==> src/serial_control_port_pkg.sv <==
package serial_control_port_pkg;

   // =====================================================================
   // Instruction byte layout
   // =====================================================================
   localparam int DIR_BIT        = 7;
   localparam int COUNT_HI_BIT   = 6;
   localparam int COUNT_LO_BIT   = 5;
   localparam int ADDR_HI_BIT    = 4;
   localparam int ADDR_LO_BIT    = 0;
   localparam int BYTE_BITS      = 8;
   localparam int ADDR_BITS      = 5;
   localparam int BYTE_CNT_BITS  = 3;

   // =====================================================================
   // Counts and reset values
   // =====================================================================
   localparam logic [2:0] BIT_LAST      = 3'h7;
   localparam logic [2:0] BIT_RST       = 3'h0;
   localparam logic [2:0] BYTE_RST      = 3'h0;
   localparam logic [7:0] SHIFT_RST     = 8'h00;
   localparam logic [4:0] ADDR_RST      = 5'h00;
   localparam logic [4:0] ADDR_STEP     = 5'h01;
   localparam logic [2:0] BYTE_STEP     = 3'h1;
   localparam logic [2:0] BIT_STEP      = 3'h1;

   // =====================================================================
   // Frame phases
   // =====================================================================
   typedef enum logic [1:0] {
      PH_INSTR,
      PH_WRITE,
      PH_READ,
      PH_DONE
   } phase_t;

endpackage : serial_control_port_pkg

==> src/serial_control_port.sv <==
`timescale 1ns/10ps

module serial_control_port
(
   // Clock and reset
   input  wire logic       clk,
   input  wire logic       sys_rst,
   // Configuration
   input  wire logic       four_wire_select,
   // Serial pins
   input  wire logic       sclk,
   input  wire logic       frame_enable_n,
   input  wire logic       sdio_in,
   output logic            sdio_out,
   output logic            sdio_oe,
   output logic            alarm_data_out,
   output logic            alarm_data_out_oe,
   // Register file side
   output logic [4:0]      reg_addr,
   output logic [7:0]      reg_wdata,
   output logic            reg_write,
   output logic            reg_read,
   input  wire logic [7:0] reg_rdata
);

   // =====================================================================
   // Timing overview
   // =====================================================================
   // Serial clock, frame enable and data pin are asynchronous to clk
   // Each passes a two-flop synchroniser before any logic reads it
   // Edge detect compares the synchronised clock with its last value
   // A pin edge is therefore seen two to three clk cycles late
   // Clock and data share the same delay, so setup is preserved
   // Host serial clock phases must stay above four clk periods
   // Shorter phases let a rise and fall merge inside the pipeline
   // Read bits reach the pin two to three clk cycles after a fall
   // The host samples them on the next rise
   //
   // Frame flow
   //    Frame enable high: bit counter cleared, both drivers off
   //    Frame enable rise: any phase returns to instruction
   //    First eight rises: instruction byte into the shift register
   //    Instruction done: direction, count and start address latched
   //    Write phase: each eighth rise stores one byte
   //    Read phase: each fall puts the next bit on the active pin
   //    Done phase: rises store nothing; the first fall sets the read tail
   //
   // Register side
   //    reg_write is a one-cycle strobe with reg_addr and reg_wdata
   //    reg_read is a one-cycle strobe marking a new reg_addr
   //    reg_rdata must be stable before the following serial fall
   //    The address steps down by one after every write byte and between read bytes
   //    Writes land one byte at a time, never buffered
   //
   // Read data path
   //    Byte loaded from reg_rdata on the first fall of each byte
   //    Remaining seven bits shifted out on the next seven falls
   //    One output bit feeds both pins; the enables pick the pin
   //    Three-wire: shared pin enabled, alarm pin left floating
   //    Four-wire: alarm pin enabled, shared pin left to the host
   //    Four-wire tail: pin held low until the frame closes
   //    Three-wire tail: shared pin released at once
   //
   // Hazards
   //    Mode is latched only while the frame is idle, so a change
   //    of four_wire_select in mid-frame cannot split a read byte
   //    A frame cut short leaves finished bytes written and drops
   //    the partial byte; the next frame starts clean
   //    Bits past the counted bytes are shifted but never stored
   //    A released shared pin is not read as data in the read phase
   //    Reset is synchronous; all enables and strobes clear with it
   //    Synchroniser reset values match the idle pin levels, so no
   //    false serial clock edge or frame start follows reset
   //
   // State fields
   //    sclk_sync, fen_sync, sdi_sync: synchroniser pairs
   //    sclk_prev: last synchronised serial clock level
   //    phase: instruction, write, read or done
   //    bit_cnt: bit position within the current byte
   //    bytes_left: data bytes still to come after this one
   //    shift_in: incoming bits, MSB first
   //    shift_out: outgoing bits still to send
   //    addr: register address of the current data byte
   //    read_dir: direction bit of the instruction
   //    four_wire: mode latched at frame start
   //    out_bit: level on the active output pin
   //    out_en: an output pin is driven
   //    tail_low: read finished, pin parked low in four-wire, released in three-wire
   //    wdata: last received write byte
   //    wr_pulse, rd_pulse: register strobes
   //    Fields not listed keep their value between frames

   // =====================================================================
   // State
   // =====================================================================
   typedef struct packed {
      logic [1:0]                         sclk_sync;
      logic [1:0]                         fen_sync;
      logic [1:0]                         sdi_sync;
      logic                               sclk_prev;
      serial_control_port_pkg::phase_t    phase;
      logic [2:0]                         bit_cnt;
      logic [2:0]                         bytes_left;
      logic [7:0]                         shift_in;
      logic [7:0]                         shift_out;
      logic [4:0]                         addr;
      logic                               read_dir;
      logic                               four_wire;
      logic                               out_bit;
      logic                               out_en;
      logic                               tail_low;
      logic [7:0]                         wdata;
      logic                               wr_pulse;
      logic                               rd_pulse;
   } state_t;

   state_t st_r;
   state_t st_nxt;

   // Next address for multi-byte transfers
   // Wraps from zero to the top address
   function automatic logic [4:0] addr_down(input logic [4:0] a);
      addr_down = a - serial_control_port_pkg::ADDR_STEP;
   endfunction : addr_down

   // =====================================================================
   // Next-state logic
   // =====================================================================
   always_comb
   begin
      logic sclk_s;
      logic fen_s;
      logic sdi_s;
      logic rise;
      logic fall;
      logic [7:0] shifted;
      // Synchronised pin levels and serial clock edges
      sclk_s  = st_r.sclk_sync[1];
      fen_s   = st_r.fen_sync[1];
      sdi_s   = st_r.sdi_sync[1];
      rise    = sclk_s & ~st_r.sclk_prev;
      fall    = ~sclk_s & st_r.sclk_prev;
      shifted = {st_r.shift_in[6:0], sdi_s};
      // Hold everything unless changed below
      st_nxt  = st_r;
      // Two-flop synchronisers for the serial pins
      st_nxt.sclk_sync = {st_r.sclk_sync[0], sclk};
      st_nxt.fen_sync  = {st_r.fen_sync[0], frame_enable_n};
      st_nxt.sdi_sync  = {st_r.sdi_sync[0], sdio_in};
      st_nxt.sclk_prev = sclk_s;
      // Register strobes last one cycle
      st_nxt.wr_pulse  = 1'b0;
      st_nxt.rd_pulse  = 1'b0;
      if (fen_s)
      begin
         // Frame idle: bit counter cleared, outputs released
         st_nxt.phase     = serial_control_port_pkg::PH_INSTR;
         st_nxt.bit_cnt   = serial_control_port_pkg::BIT_RST;
         st_nxt.out_en    = 1'b0;
         st_nxt.tail_low  = 1'b0;
         st_nxt.four_wire = four_wire_select;
      end
      else
      begin
         // Sample input bits on rising edges
         if (rise)
         begin
            st_nxt.shift_in = shifted;
            st_nxt.bit_cnt  = st_r.bit_cnt + serial_control_port_pkg::BIT_STEP;
            if (st_r.bit_cnt == serial_control_port_pkg::BIT_LAST)
            begin
               case (st_r.phase)
                  serial_control_port_pkg::PH_INSTR:
                  begin
                     st_nxt.read_dir   = shifted[serial_control_port_pkg::DIR_BIT];
                     st_nxt.bytes_left = {1'b0,
                        shifted[serial_control_port_pkg::COUNT_HI_BIT:
                                serial_control_port_pkg::COUNT_LO_BIT]};
                     st_nxt.addr = shifted[serial_control_port_pkg::ADDR_HI_BIT:
                                           serial_control_port_pkg::ADDR_LO_BIT];
                     if (shifted[serial_control_port_pkg::DIR_BIT])
                     begin
                        st_nxt.phase    = serial_control_port_pkg::PH_READ;
                        st_nxt.rd_pulse = 1'b1;
                     end
                     else
                        st_nxt.phase = serial_control_port_pkg::PH_WRITE;
                  end
                  serial_control_port_pkg::PH_WRITE:
                  begin
                     // Store byte, stop after the counted bytes
                     st_nxt.wdata    = shifted;
                     st_nxt.wr_pulse = 1'b1;
                     if (st_r.bytes_left == serial_control_port_pkg::BYTE_RST)
                        st_nxt.phase = serial_control_port_pkg::PH_DONE;
                     else
                     begin
                        st_nxt.bytes_left = st_r.bytes_left - serial_control_port_pkg::BYTE_STEP;
                     end
                  end
                  serial_control_port_pkg::PH_READ:
                  begin
                     // Next byte: new address and a read strobe
                     if (st_r.bytes_left == serial_control_port_pkg::BYTE_RST)
                        st_nxt.phase = serial_control_port_pkg::PH_DONE;
                     else
                     begin
                        st_nxt.bytes_left = st_r.bytes_left - serial_control_port_pkg::BYTE_STEP;
                        st_nxt.addr       = addr_down(st_r.addr);
                        st_nxt.rd_pulse   = 1'b1;
                     end
                  end
                  default:
                     st_nxt.phase = serial_control_port_pkg::PH_DONE;
               endcase
            end
         end
         // Advance write address after each stored byte
         if (st_r.wr_pulse)
            st_nxt.addr = addr_down(st_r.addr);
         // Drive read bits on falling edges
         if (fall)
         begin
            if (st_r.phase == serial_control_port_pkg::PH_READ)
            begin
               st_nxt.out_en = 1'b1;
               // First bit of a byte from the register, later ones shifted
               if (st_r.bit_cnt == serial_control_port_pkg::BIT_RST)
               begin
                  st_nxt.out_bit   = reg_rdata[7];
                  st_nxt.shift_out = {reg_rdata[6:0], 1'b0};
               end
               else
               begin
                  st_nxt.out_bit   = st_r.shift_out[7];
                  st_nxt.shift_out = {st_r.shift_out[6:0], 1'b0};
               end
            end
            // Tail low once, then hold or release
            else if (st_r.phase == serial_control_port_pkg::PH_DONE && st_r.out_en
                     && !st_r.tail_low)
            begin
               st_nxt.out_bit  = 1'b0;
               st_nxt.tail_low = 1'b1;
               st_nxt.out_en   = st_r.four_wire;
            end
         end
      end
   end

   // =====================================================================
   // Registered state
   // =====================================================================
   always_ff @(posedge clk)
   begin
      if (sys_rst)
      begin
         st_r            <= '0;
         st_r.sclk_sync  <= 2'h0;
         st_r.fen_sync   <= 2'h3;
         st_r.phase      <= serial_control_port_pkg::PH_INSTR;
         st_r.shift_in   <= serial_control_port_pkg::SHIFT_RST;
         st_r.addr       <= serial_control_port_pkg::ADDR_RST;
      end
      else
         st_r <= st_nxt;
   end

   // =====================================================================
   // Pin and register-side outputs
   // =====================================================================
   // Read bit to both pins, enable selects one
   assign sdio_out          = st_r.out_bit;
   assign sdio_oe           = st_r.out_en & ~st_r.four_wire;
   assign alarm_data_out    = st_r.out_bit;
   assign alarm_data_out_oe = st_r.out_en & st_r.four_wire;

   // Register file side
   assign reg_addr          = st_r.addr;
   assign reg_wdata         = st_r.wdata;
   assign reg_write         = st_r.wr_pulse;
   assign reg_read          = st_r.rd_pulse;

endmodule : serial_control_port

==> config.mk <==
export PLATFORM = sky130hd
export DESIGN_NAME = serial_control_port
export DESIGN_NICKNAME = d
export VERILOG_FILES = /design/src/serial_control_port_pkg.sv /design/src/serial_control_port.sv
export SDC_FILE = /design/constraint.sdc
export NUM_CORES = 1
export LEC_CHECK = 0
export BUFFER_PORTS_ARGS = -buffer_cell sky130_fd_sc_hd__buf_2
export CAP_MARGIN = 20
export CORE_MARGIN = 4
export CORE_UTILIZATION = 45
export CTS_CLUSTER_DIAMETER = 120
export DETAILED_ROUTE_END_ITERATION = 10
export PLACE_DENSITY = 0.73
export SLEW_MARGIN = 20
export SYNTH_ARGS = -nofsm -noshare
export SYNTH_HDL_FRONTEND = slang
export SYNTH_SLANG_ARGS = --single-unit
==> constraint.sdc <==
create_clock -name clk -period 2.24 [get_ports clk]
set_clock_uncertainty 0.1 [all_clocks]
set_input_delay 0.224 -clock clk [delete_from_list [all_inputs] [get_ports clk]]
set_output_delay 0.224 -clock clk [all_outputs]
set_load 0.01 [all_outputs]
==> flow_summary_export.csv, run 1 <==
group,metric,value,unit
logic_synthesis,synth_seq_cells,48,
logic_synthesis,synth_edf_count,0,
place,port_buffers,32,
logic_synthesis,yosys_warnings,0,
clocking,cts_sinks,48,
cells_and_area,layout_commonest_cell,"dfxtp_1",
hold_path,hold_class,"input port to flop",
cells_and_area,regArea,961,µm²
route,ant_nets,0,
logic_synthesis,syn-num-nets,285,
cells_and_area,multi_input_area,1110,µm²
place,place_inst,335,
cells_and_area,fillCellCount,459,
floorplan,die_area,6320,µm²
route,viasPerCell,5.07,
route,dr.pass1.iters,4,
critical_path,crit_top_cell,"ha_1",
power,seq_power_share,0.568,
clocking,ctsResizeCount,0,
cells_and_area,final_cell_mix,"dfxtp_1, buf_2, nor2_1, a21oi_1, nand2_1",
timing,slew_headroom,0.649,
critical_path,cp_top_family,"compound AO/OA/AOI/OAI gates",
floorplan,core_area,4850,µm²
clocking,post-cts-setup-buffers,0,
cells_and_area,num_antenna_cells,0,
cells_and_area,fin_nets,300,
power,combPwrFrac,0.028,
critical_path,crit_arrival,2.13,ns
clocking,htree_levels,2,
critical_path,worst_path_max_delay_cell,"and4bb_1",
floorplan,initial_core_util,0.474,
cells_and_area,stdcell_count,343,
run_status,outcome,"finished clean",
route,routed_wl,4090,µm
timing,hold_viol_final,0,
critical_path,worst_setup_path_start_kind,"flop",
clocking,cts_hold_buf,0,
run,drv_cap,0,
timing,fmax,0.496,GHz
route,drcViolationCount,0,
route,vias,1738,
critical_path,max_stage_delay,0.43,ns
global_routing,gr-total-overflow,0,
logic_synthesis,syn_avg_cell_area,8.85,µm²
global_routing,track_usage,0.137,
critical_path,cp_max_fo,9,
power,switching_power,0.000311,W
global_routing,first_global_vias,1544,
global_routing,grt_start_max_net_pins,25,
clocking,cts_tree,"built",
logic_synthesis,synthArstFlopShare,0,
timing,slew_viol_final,0,
timing,setup_viol,0,
power,p_leak,1.02,nW
clocking,cts_buffer_depth,2,
clocking,path_clk_slew,0.09,ns
critical_path,critical_path_class,"flop to flop",
global_routing,antenna_found_initial,0,
power,power_frac_clock,0.404,
cells_and_area,drive_gt1_frac,0.188,
route,drt-initial-drc-count,92,
timing,fin_crit_sh,0.899,
power,internal-power,0.00121,W
critical_path,path_cells,"ha_1 > ha_1 > and4bb_1 > a32o_2 > o31ai_1 > a221oi_2",
floorplan,dieHeight,79.5,µm
clocking,root_buffer,"clkbuf_8",
place,dp_hpwl,2950,µm
timing,grt_setup_unrepaired,"false",
timing,whs,0.0134,ns
route,wl_per_cell,11.9,µm
floorplan,fp.dieW,79.5,µm
logic_synthesis,synth.distinct_cells,44,
power,ir_drop,0.404,mV
logic_synthesis,synth.cell_area,2300,µm²
cells_and_area,final_core_util,0.518,
timing,tightest_slew,0.526,ns
logic_synthesis,syn_inst,260,
cells_and_area,synthToLayoutAreaGrowth,9.14,%
logic_synthesis,ys_seq_area_frac,0.418,
critical_path,critPathCaptureType,"flop",
logic_synthesis,synth-main-ff-cell,"dfxtp_1",
clocking,clk-insertion-delay-late,0.30,ns
global_routing,grt_pass1_wl,6890,µm
clocking,numCtsBuffers,5,
floorplan,rows,25,
power,p_per_area,606,nW/µm²
timing,tns,0,ns
critical_path,worst_ep_required_time,2.36,ns
critical_path,crit_buf_inv,0,
power,switching_share,0.205,
place,gp_congestion,0.792,
timing,finalCriticalPeriod,2.01,ns
floorplan,io_pins,33,
==> metrics by stage <==
step | area (µm²) | power (W) | setup slack (ns)
floorplan | 2300 | 0.000909 | 0.531
finish | 2510 | 0.00152 | 0.226
detailed placement | 2400 | 0.000927 | 0.236
CTS | 2510 | 0.00155 | 0.216
global placement | 2400 | 0.000927 | 0.318
global route | 2510 | 0.00159 | 0.0449
==> metal layers <==
layer / vias to the layer above / wire [µm] / global-route usage
met1: 797 / 1970 / 0.178
met3: 4 / 188 / 0.0350
li1: 904 / - / -
met5: - / 0 / 0
met2: 33 / 1880 / 0.219
met4: 0 / 46 / 0.0464
==> path summary, 6_finish.rpt <==
check                                      startpoint                       end  slack (ns)  cells past startpoint
worst min-delay path                   frame_enable_n     st_nxt[48]$_SDFF_PP1_        0.01                      2
worst min register to register  st_nxt[48]$_SDFF_PP1_       st_r[48]$_SDFF_PP1_        0.31                      1
worst max register to register  st_r[39]$_SDFFE_PP0P_  reg_addr[0]$_SDFFE_PP0P_        0.23                      6
worst max-delay path            st_r[39]$_SDFFE_PP0P_  reg_addr[0]$_SDFFE_PP0P_        0.23                      6
==> worst register-to-register path, delay by kind of cell, from the launching register on <==
family	cells	cell delay [ns]
AO/OA/AOI/OAI	3	0.71
AND/OR/NAND/NOR	1	0.43
flip-flops	1	0.37
adder cells (fa/ha/maj)	2	0.33
==> cells in the mapped netlist (2+ instances only) <==
library cell  number  area (µm²)
nor2b_1           10        62.6
ha_1              11         138
nor2_1            27         101
and2_1             2        12.5
o2111ai_1          2        17.5
mux2i_1           16         160
a311oi_1           2        17.5
nand2_1           20        75.1
o21ai_1            2        10.0
o21ai_0            2        10.0
nand3_1           11        55.1
clkbuf_1           6        22.5
buf_2              4        20.0
a31oi_1            2        12.5
inv_1             15        56.3
a211oi_1           7        52.6
nor3b_1            4        30.0
dfxtp_1           48         961
or2_2              4        25.0
nand4b_1           3        26.3
a21oi_1           23         115
nand2b_1           3        18.8
buf_4             15         113
==> final cells by class <==
cell class	count	share of cell area
clock buffer	5	0.0274
clock inverter	3	0.0169
inverter	15	0.0224
multi-input combinational	169	0.441
sequential	48	0.383
tap	67	0.0334
timing repair buffer	36	0.0758
==> power by group through the flow <==
stage          Clock, W  Combinational (W)  Sequential, W
5_1_grt        0.000671          0.0000480       0.000866
4_1_cts        0.000637          0.0000433       0.000865
6_report       0.000614          0.0000421       0.000865
3_5_place_dp          0          0.0000428       0.000885
2_1_floorplan         0          0.0000262       0.000883
3_3_place_gp          0          0.0000425       0.000885
==> sequential cells by signal (all words and copies together), names as in the netlist <==
name,cells
st_r,28
reg_write,1
reg_addr,5
alarm_data_out,1
st_nxt,4
reg_read,1
reg_wdata,8
==> kinds of logic (layout without fill, tap and decap cells) <==
logic type	count (synthesis)	count (layout)	synth area share
flops	48	48	0.418
compound gates	50	50	0.145
simple gates	90	90	0.198
fa+ha+maj	11	11	0.0598
mux	17	17	0.0745
buf+inv	43	59	0.101
xor+xnor	1	1	0.00381
Power figures use the tool's default switching activity.
==> run 2: changes to the inputs <==
CORE_ASPECT_RATIO = 1.75   (was unset)
==> run 2 against run 1 <==
Utilization decreased by 1.9 points. Worst hold slack improved by 0.017 ns. Register-to-register slack improved by 0.02 ns. Sequential cell count unchanged. Fmax increased by 1.0%. Wire length increased by 3.8%. First-iteration DRC count decreased by 70%.
==> flow_summary_export.csv, run 2 (synthesis gave the netlist of run 1 again) <==
group,metric,value,unit
route,vias,1766,
clocking,cts_tree,"built",
global_routing,gr-total-overflow,0,
critical_path,worst_setup_path_start_kind,"flop",
critical_path,cp_max_fo,8,
critical_path,max_stage_delay,0.40,ns
floorplan,io_pins,33,
critical_path,rrSetupSlack,0.25,ns
timing,setup_viol,0,
timing,fmax,0.502,GHz
place,gp_congestion,0.780,
timing,grt_setup_unrepaired,"false",
global_routing,track_usage,0.149,
route,wl_per_cell,12.8,µm
cells_and_area,drive_gt1_frac,0.184,
floorplan,fp.dieW,62.0,µm
route,drt-initial-drc-count,28,
global_routing,first_global_vias,1635,
route,drcViolationCount,0,
cells_and_area,final_cell_mix,"dfxtp_1, buf_2, nor2_1, a21oi_1, nand2_1",
clocking,cts_buffer_depth,2,
timing,slew_headroom,0.672,
clocking,htree_levels,2,
clocking,clk-insertion-delay-late,0.29,ns
clocking,cts_sinks,48,
place,port_buffers,32,
floorplan,die_area,6360,µm²
cells_and_area,largest_register_ffs,28,
route,routed_wl,4240,µm
timing,tightest_slew,0.492,ns
clocking,numCtsBuffers,5,
critical_path,worst_ep_required_time,2.35,ns
clocking,path_clk_slew,0.09,ns
cells_and_area,layout_commonest_cell,"dfxtp_1",
place,dp_hpwl,3190,µm
cells_and_area,fin_nets,301,
clocking,root_buffer,"clkbuf_8",
timing,hold_viol_final,0,
critical_path,worst_path_max_delay_cell,"and4bb_1",
power,p_leak,1.01,nW
cells_and_area,top_register,"st_r",
run,drv_cap,0,
critical_path,crit_top_cell,"ha_1",
floorplan,dieHeight,103,µm
timing,tns,0,ns
run_status,outcome,"finished clean",
global_routing,antenna_found_initial,0,
critical_path,critical_path_class,"flop to flop",
global_routing,grt_start_max_net_pins,23,
floorplan,initial_core_util,0.462,
timing,slew_viol_final,0,
timing,fin_crit_sh,0.890,
floorplan,rows,34,
clocking,post-cts-setup-buffers,0,
critical_path,path_cells,"ha_1 > ha_1 > and4bb_1 > a32o_2 > o31ai_1 > a221oi_2",
floorplan,core_area,4980,µm²
cells_and_area,final_core_util,0.498,
route,ant_nets,0,
route,dr.pass1.iters,4,
hold_path,worst_hold_path.num_cells,2,
critical_path,crit_arrival,2.10,ns
cells_and_area,num_antenna_cells,0,
global_routing,grt_pass1_wl,7250,µm
route,viasPerCell,5.34,
power,p_per_area,570,nW/µm²
cells_and_area,synthToLayoutAreaGrowth,7.89,%
power,ir_drop,0.501,mV
hold_path,hold_class,"input port to flop",
timing,finalCriticalPeriod,1.99,ns
critical_path,ff2ff_path_depth,6,
critical_path,critPathCaptureType,"flop",
run 2: changes by cell type in the layout (fill, tap and decap cells not counted):
cell	change
dlygate4sd3_1	+1
clkbuf_1	+1
bufinv_16	-1
clkinv_4	+1
clkinv_2	-1
run 2: stage by stage:
| step | cells | setup WS (ns) | instance area [µm²] | power, W | hold WS, ns |
|---|---|---|---|---|---|
| 3_5_place_dp | 322 | 0.289 | 2380 | 0.000928 | 0.307 |
| 2_1_floorplan | 260 | 0.531 | 2300 | 0.000909 | 0.228 |
| 5_1_grt | 331 | 0.0506 | 2480 | 0.00147 | 0.0569 |
| 6_report | 331 | 0.246 | 2480 | 0.00141 | 0.0302 |
| 3_3_place_gp | 322 | 0.319 | 2380 | 0.000927 | 0.295 |
| 4_1_cts | 331 | 0.238 | 2480 | 0.00143 | 0.0240 |
run 2: layout make-up:
type	instances	area, µm²
clock buffers	6	72.6
repair buffers	37	200
clock inverters	2	16.3
well taps	54	67.6
flip-flops and latches	48	961
inverters	15	56.3
multi-input cells	169	1110
fillers	478	2500
run 2: critical path: cells and delay by family, from the launching register on:
family	cells	cell delay [ns]
adders and majority gates	2	0.33
DFF	1	0.38
AOI/OAI and AO/OA	3	0.71
and+or+nand+nor	1	0.40
run 2: path summary, 6_finish.rpt:
check | endpoint | startpoint
worst min-delay path | st_nxt[50]$_SDFF_PP0_ | sclk
worst max-delay path | reg_addr[0]$_SDFFE_PP0P_ | st_r[39]$_SDFFE_PP0P_
worst max register to register | reg_addr[0]$_SDFFE_PP0P_ | st_r[39]$_SDFFE_PP0P_
worst min register to register | st_r[48]$_SDFF_PP1_ | st_nxt[48]$_SDFF_PP1_
run 2: power breakdown:
group / leakage, nW / switching, W / internal (W)
sequential: 0.388 / 0.00000603 / 0.000859
clock: 0.0414 / 0.000284 / 0.000222
combinational: 0.582 / 0.0000219 / 0.0000213
total: 1.01 / 0.000312 / 0.00110
run 2: routing by layer:
metal / routed length, µm / global-route usage / vias up
met4: 93 / 0.0686 / 0
li1: - / - / 905
met3: 170 / 0.0288 / 9
met5: 0 / 0 / -
met1: 1790 / 0.182 / 818
met2: 2190 / 0.244 / 34
run 2: timing repair:
item                       in CTS  in global routing
resized for setup               0                  0
hold endpoints to repair        1                  0
hold buffers                    1                  0
setup endpoints to repair       0                  0
==> run 3: changes to the inputs <==
BUFFER_PORTS_ARGS = unset   (was -buffer_cell sky130_fd_sc_hd__buf_2)
DONT_BUFFER_PORTS = 1   (was unset)
PLACE_DENSITY = 0.68   (was 0.73)
==> run 3 against run 2 <==
Setup slack improved by 0.039 ns. Highest routed layer unchanged. First-iteration DRC count rose by 110%. Fmax rose by 2.0%. Count of clock-buffer cells in the layout did not move. Cell area fell by 3.2%. Largest power group unchanged. Combinational power fell by 2%. Die area did not move. Global-route usage rose by 0.84 points. Total power rose by 7.7%. Utilization fell by 1.6 points. Wire length rose by 3.3%. Clock power rose by 22%.
==> flow_summary_export.csv, run 3 (synthesis gave the netlist of run 1 again) <==
group,metric,value,unit
cells_and_area,stdcell_count,304,
route,wl_per_cell,14.4,µm
timing,setup_viol,0,
clocking,numCtsBuffers,5,
global_routing,first_global_vias,1648,
hold_path,min_to,"st_r[26]$_SDFFE_PP0P_",
floorplan,fp.dieW,62.0,µm
clocking,path_clk_slew,0.09,ns
clocking,clk-insertion-delay-late,0.30,ns
hold_path,worst_hold_path.num_cells,2,
timing,fmax,0.512,GHz
critical_path,reg2reg_to,"reg_addr[0]$_SDFFE_PP0P_",
critical_path,rrSetupSlack,0.29,ns
route,routed_wl,4380,µm
timing,slew_headroom,0.677,
floorplan,initial_core_util,0.462,
timing,grt_setup_unrepaired,"false",
global_routing,track_usage,0.157,
timing,tns,0,ns
critical_path,crit_cells,6,
global_routing,grtUsageMet3,0.0351,
critical_path,worst_path_max_delay_cell,"and4bb_1",
route,viasPerCell,5.45,
clocking,cts_sinks,48,
critical_path,max_stage_delay,0.39,ns
global_routing,grt_pass1_wl,7510,µm
critical_path,critical_path_class,"flop to flop",
route,drt-initial-drc-count,59,
route,vias,1658,
power,p_leak,0.893,nW
global_routing,grt_start_max_net_pins,41,
clocking,cts_buffer_depth,2,
critical_path,worst_ep_required_time,2.36,ns
route,drcViolationCount,0,
critical_path,timing.rr.start,"st_r[39]$_SDFFE_PP0P_",
place,port_buffers,0,
cells_and_area,synthToLayoutAreaGrowth,4.46,%
floorplan,rows,34,
floorplan,die_area,6360,µm²
place,place_inst,289,
clocking,cts_tree,"built",
critical_path,ff2ff_path_depth,6,
hold_path,min_from,"reg_rdata[5]",
cells_and_area,drive_gt1_frac,0.0760,
cells_and_area,fin_nets,274,
critical_path,worst_setup_path_start_kind,"flop",
cells_and_area,largest_register_ffs,28,
power,p_per_area,634,nW/µm²
critical_path,crit_arrival,2.08,ns
floorplan,dieHeight,103,µm
route,dr.pass1.iters,4,
route,ant_nets,0,
floorplan,io_pins,33,
cells_and_area,final_cell_mix,"dfxtp_1, nor2_1, a21oi_1, nand2_1, mux2i_1",
global_routing,gr-total-overflow,0,
global_routing,grt_busiest_layer,"met2",
critical_path,crit_buf_inv,0,
timing,hold_viol_final,0,
timing,fin_crit_sh,0.873,
place,dp_hpwl,3150,µm
critical_path,cp_max_fo,8,
global_routing,use_met2,0.262,
cells_and_area,top_register,"st_r",
cells_and_area,num_antenna_cells,0,
floorplan,core_area,4980,µm²
global_routing,antenna_found_initial,0,
cells_and_area,fillCellCount,486,
power,ir_drop,0.453,mV
run,drv_cap,0,
global_routing,use_met1,0.179,
clocking,post-cts-setup-buffers,0,
critical_path,critPathCaptureType,"flop",
timing,tightest_slew,0.484,ns
timing,finalCriticalPeriod,1.95,ns
hold_path,hold_class,"input port to flop",
place,gp_congestion,0.843,
cells_and_area,layout_commonest_cell,"dfxtp_1",
run_status,outcome,"finished clean",
critical_path,cp_top_family,"compound AO/OA/AOI/OAI gates",
clocking,root_buffer,"clkbuf_8",
clocking,htree_levels,2,
timing,slew_viol_final,0,
critical_path,path_cells,"ha_1 > ha_1 > and4bb_1 > a32o_2 > o31ai_1 > a221oi_2",
critical_path,crit_top_cell,"ha_1",
## run 3: report_power, final
group | total, W | switching [W] | leakage, nW | internal (W)
clock network | 0.000616 | 0.000284 | 0.0552 | 0.000331
registers | 0.000865 | 0.00000614 | 0.388 | 0.000859
logic | 0.0000423 | 0.0000204 | 0.450 | 0.0000219
total | 0.00152 | 0.000311 | 0.893 | 0.00121
## run 3: worst max-delay path by stage
stage	slack (ns)	from	endpoint
6_report	0.29	st_r[39]$_SDFFE_PP0P_	reg_addr[0]$_SDFFE_PP0P_
2_1_floorplan	0.53	st_r[39]$_SDFFE_PP0P_	reg_addr[0]$_SDFFE_PP0P_
4_1_cts	0.27	st_r[42]$_SDFFE_PP0P_	reg_addr[4]$_SDFFE_PP0P_
3_3_place_gp	0.35	st_r[42]$_SDFFE_PP0P_	reg_addr[4]$_SDFFE_PP0P_
3_5_place_dp	0.30	st_r[42]$_SDFFE_PP0P_	reg_addr[4]$_SDFFE_PP0P_
5_1_grt	0.13	st_r[43]$_SDFFE_PP0P_	st_r[25]$_SDFFE_PP0P_
## run 3: metrics by stage
step	worst slack, ns	total power, W	instance area, µm²	util	hold slack, ns
after floorplan	0.531	0.000909	2300	-	0.228
after global placement	0.350	0.000905	2210	0.445	0.196
after detailed placement	0.296	0.000905	2210	0.445	0.198
after CTS	0.271	0.00154	2400	0.483	0.0522
after global routing	0.135	0.00158	2400	0.483	0.0571
final	0.286	0.00152	2400	0.483	0.0563
## run 3: area by class of cell
type	instances	area (µm²)	area share
inverters	15	56.3	0.0234
clock inverters	2	35.0	0.0146
repair buffers	10	103	0.0427
flip-flops and latches	48	961	0.400
clock buffers	6	72.6	0.0302
multi-input cells	169	1110	0.461
well taps	54	67.6	0.0281
## run 3: what timing repair did
action                                 in CTS  in global routing
hold buffers                                7                  0
endpoints found under the hold margin      40                  0
gates resized for setup                     0                  0
## run 3: per-layer routing
layer  up-vias  wire [µm]
li1        856          -
met1       758       1780
met2        35       2280
met3         9        201
met4         0        125
met5         -          0
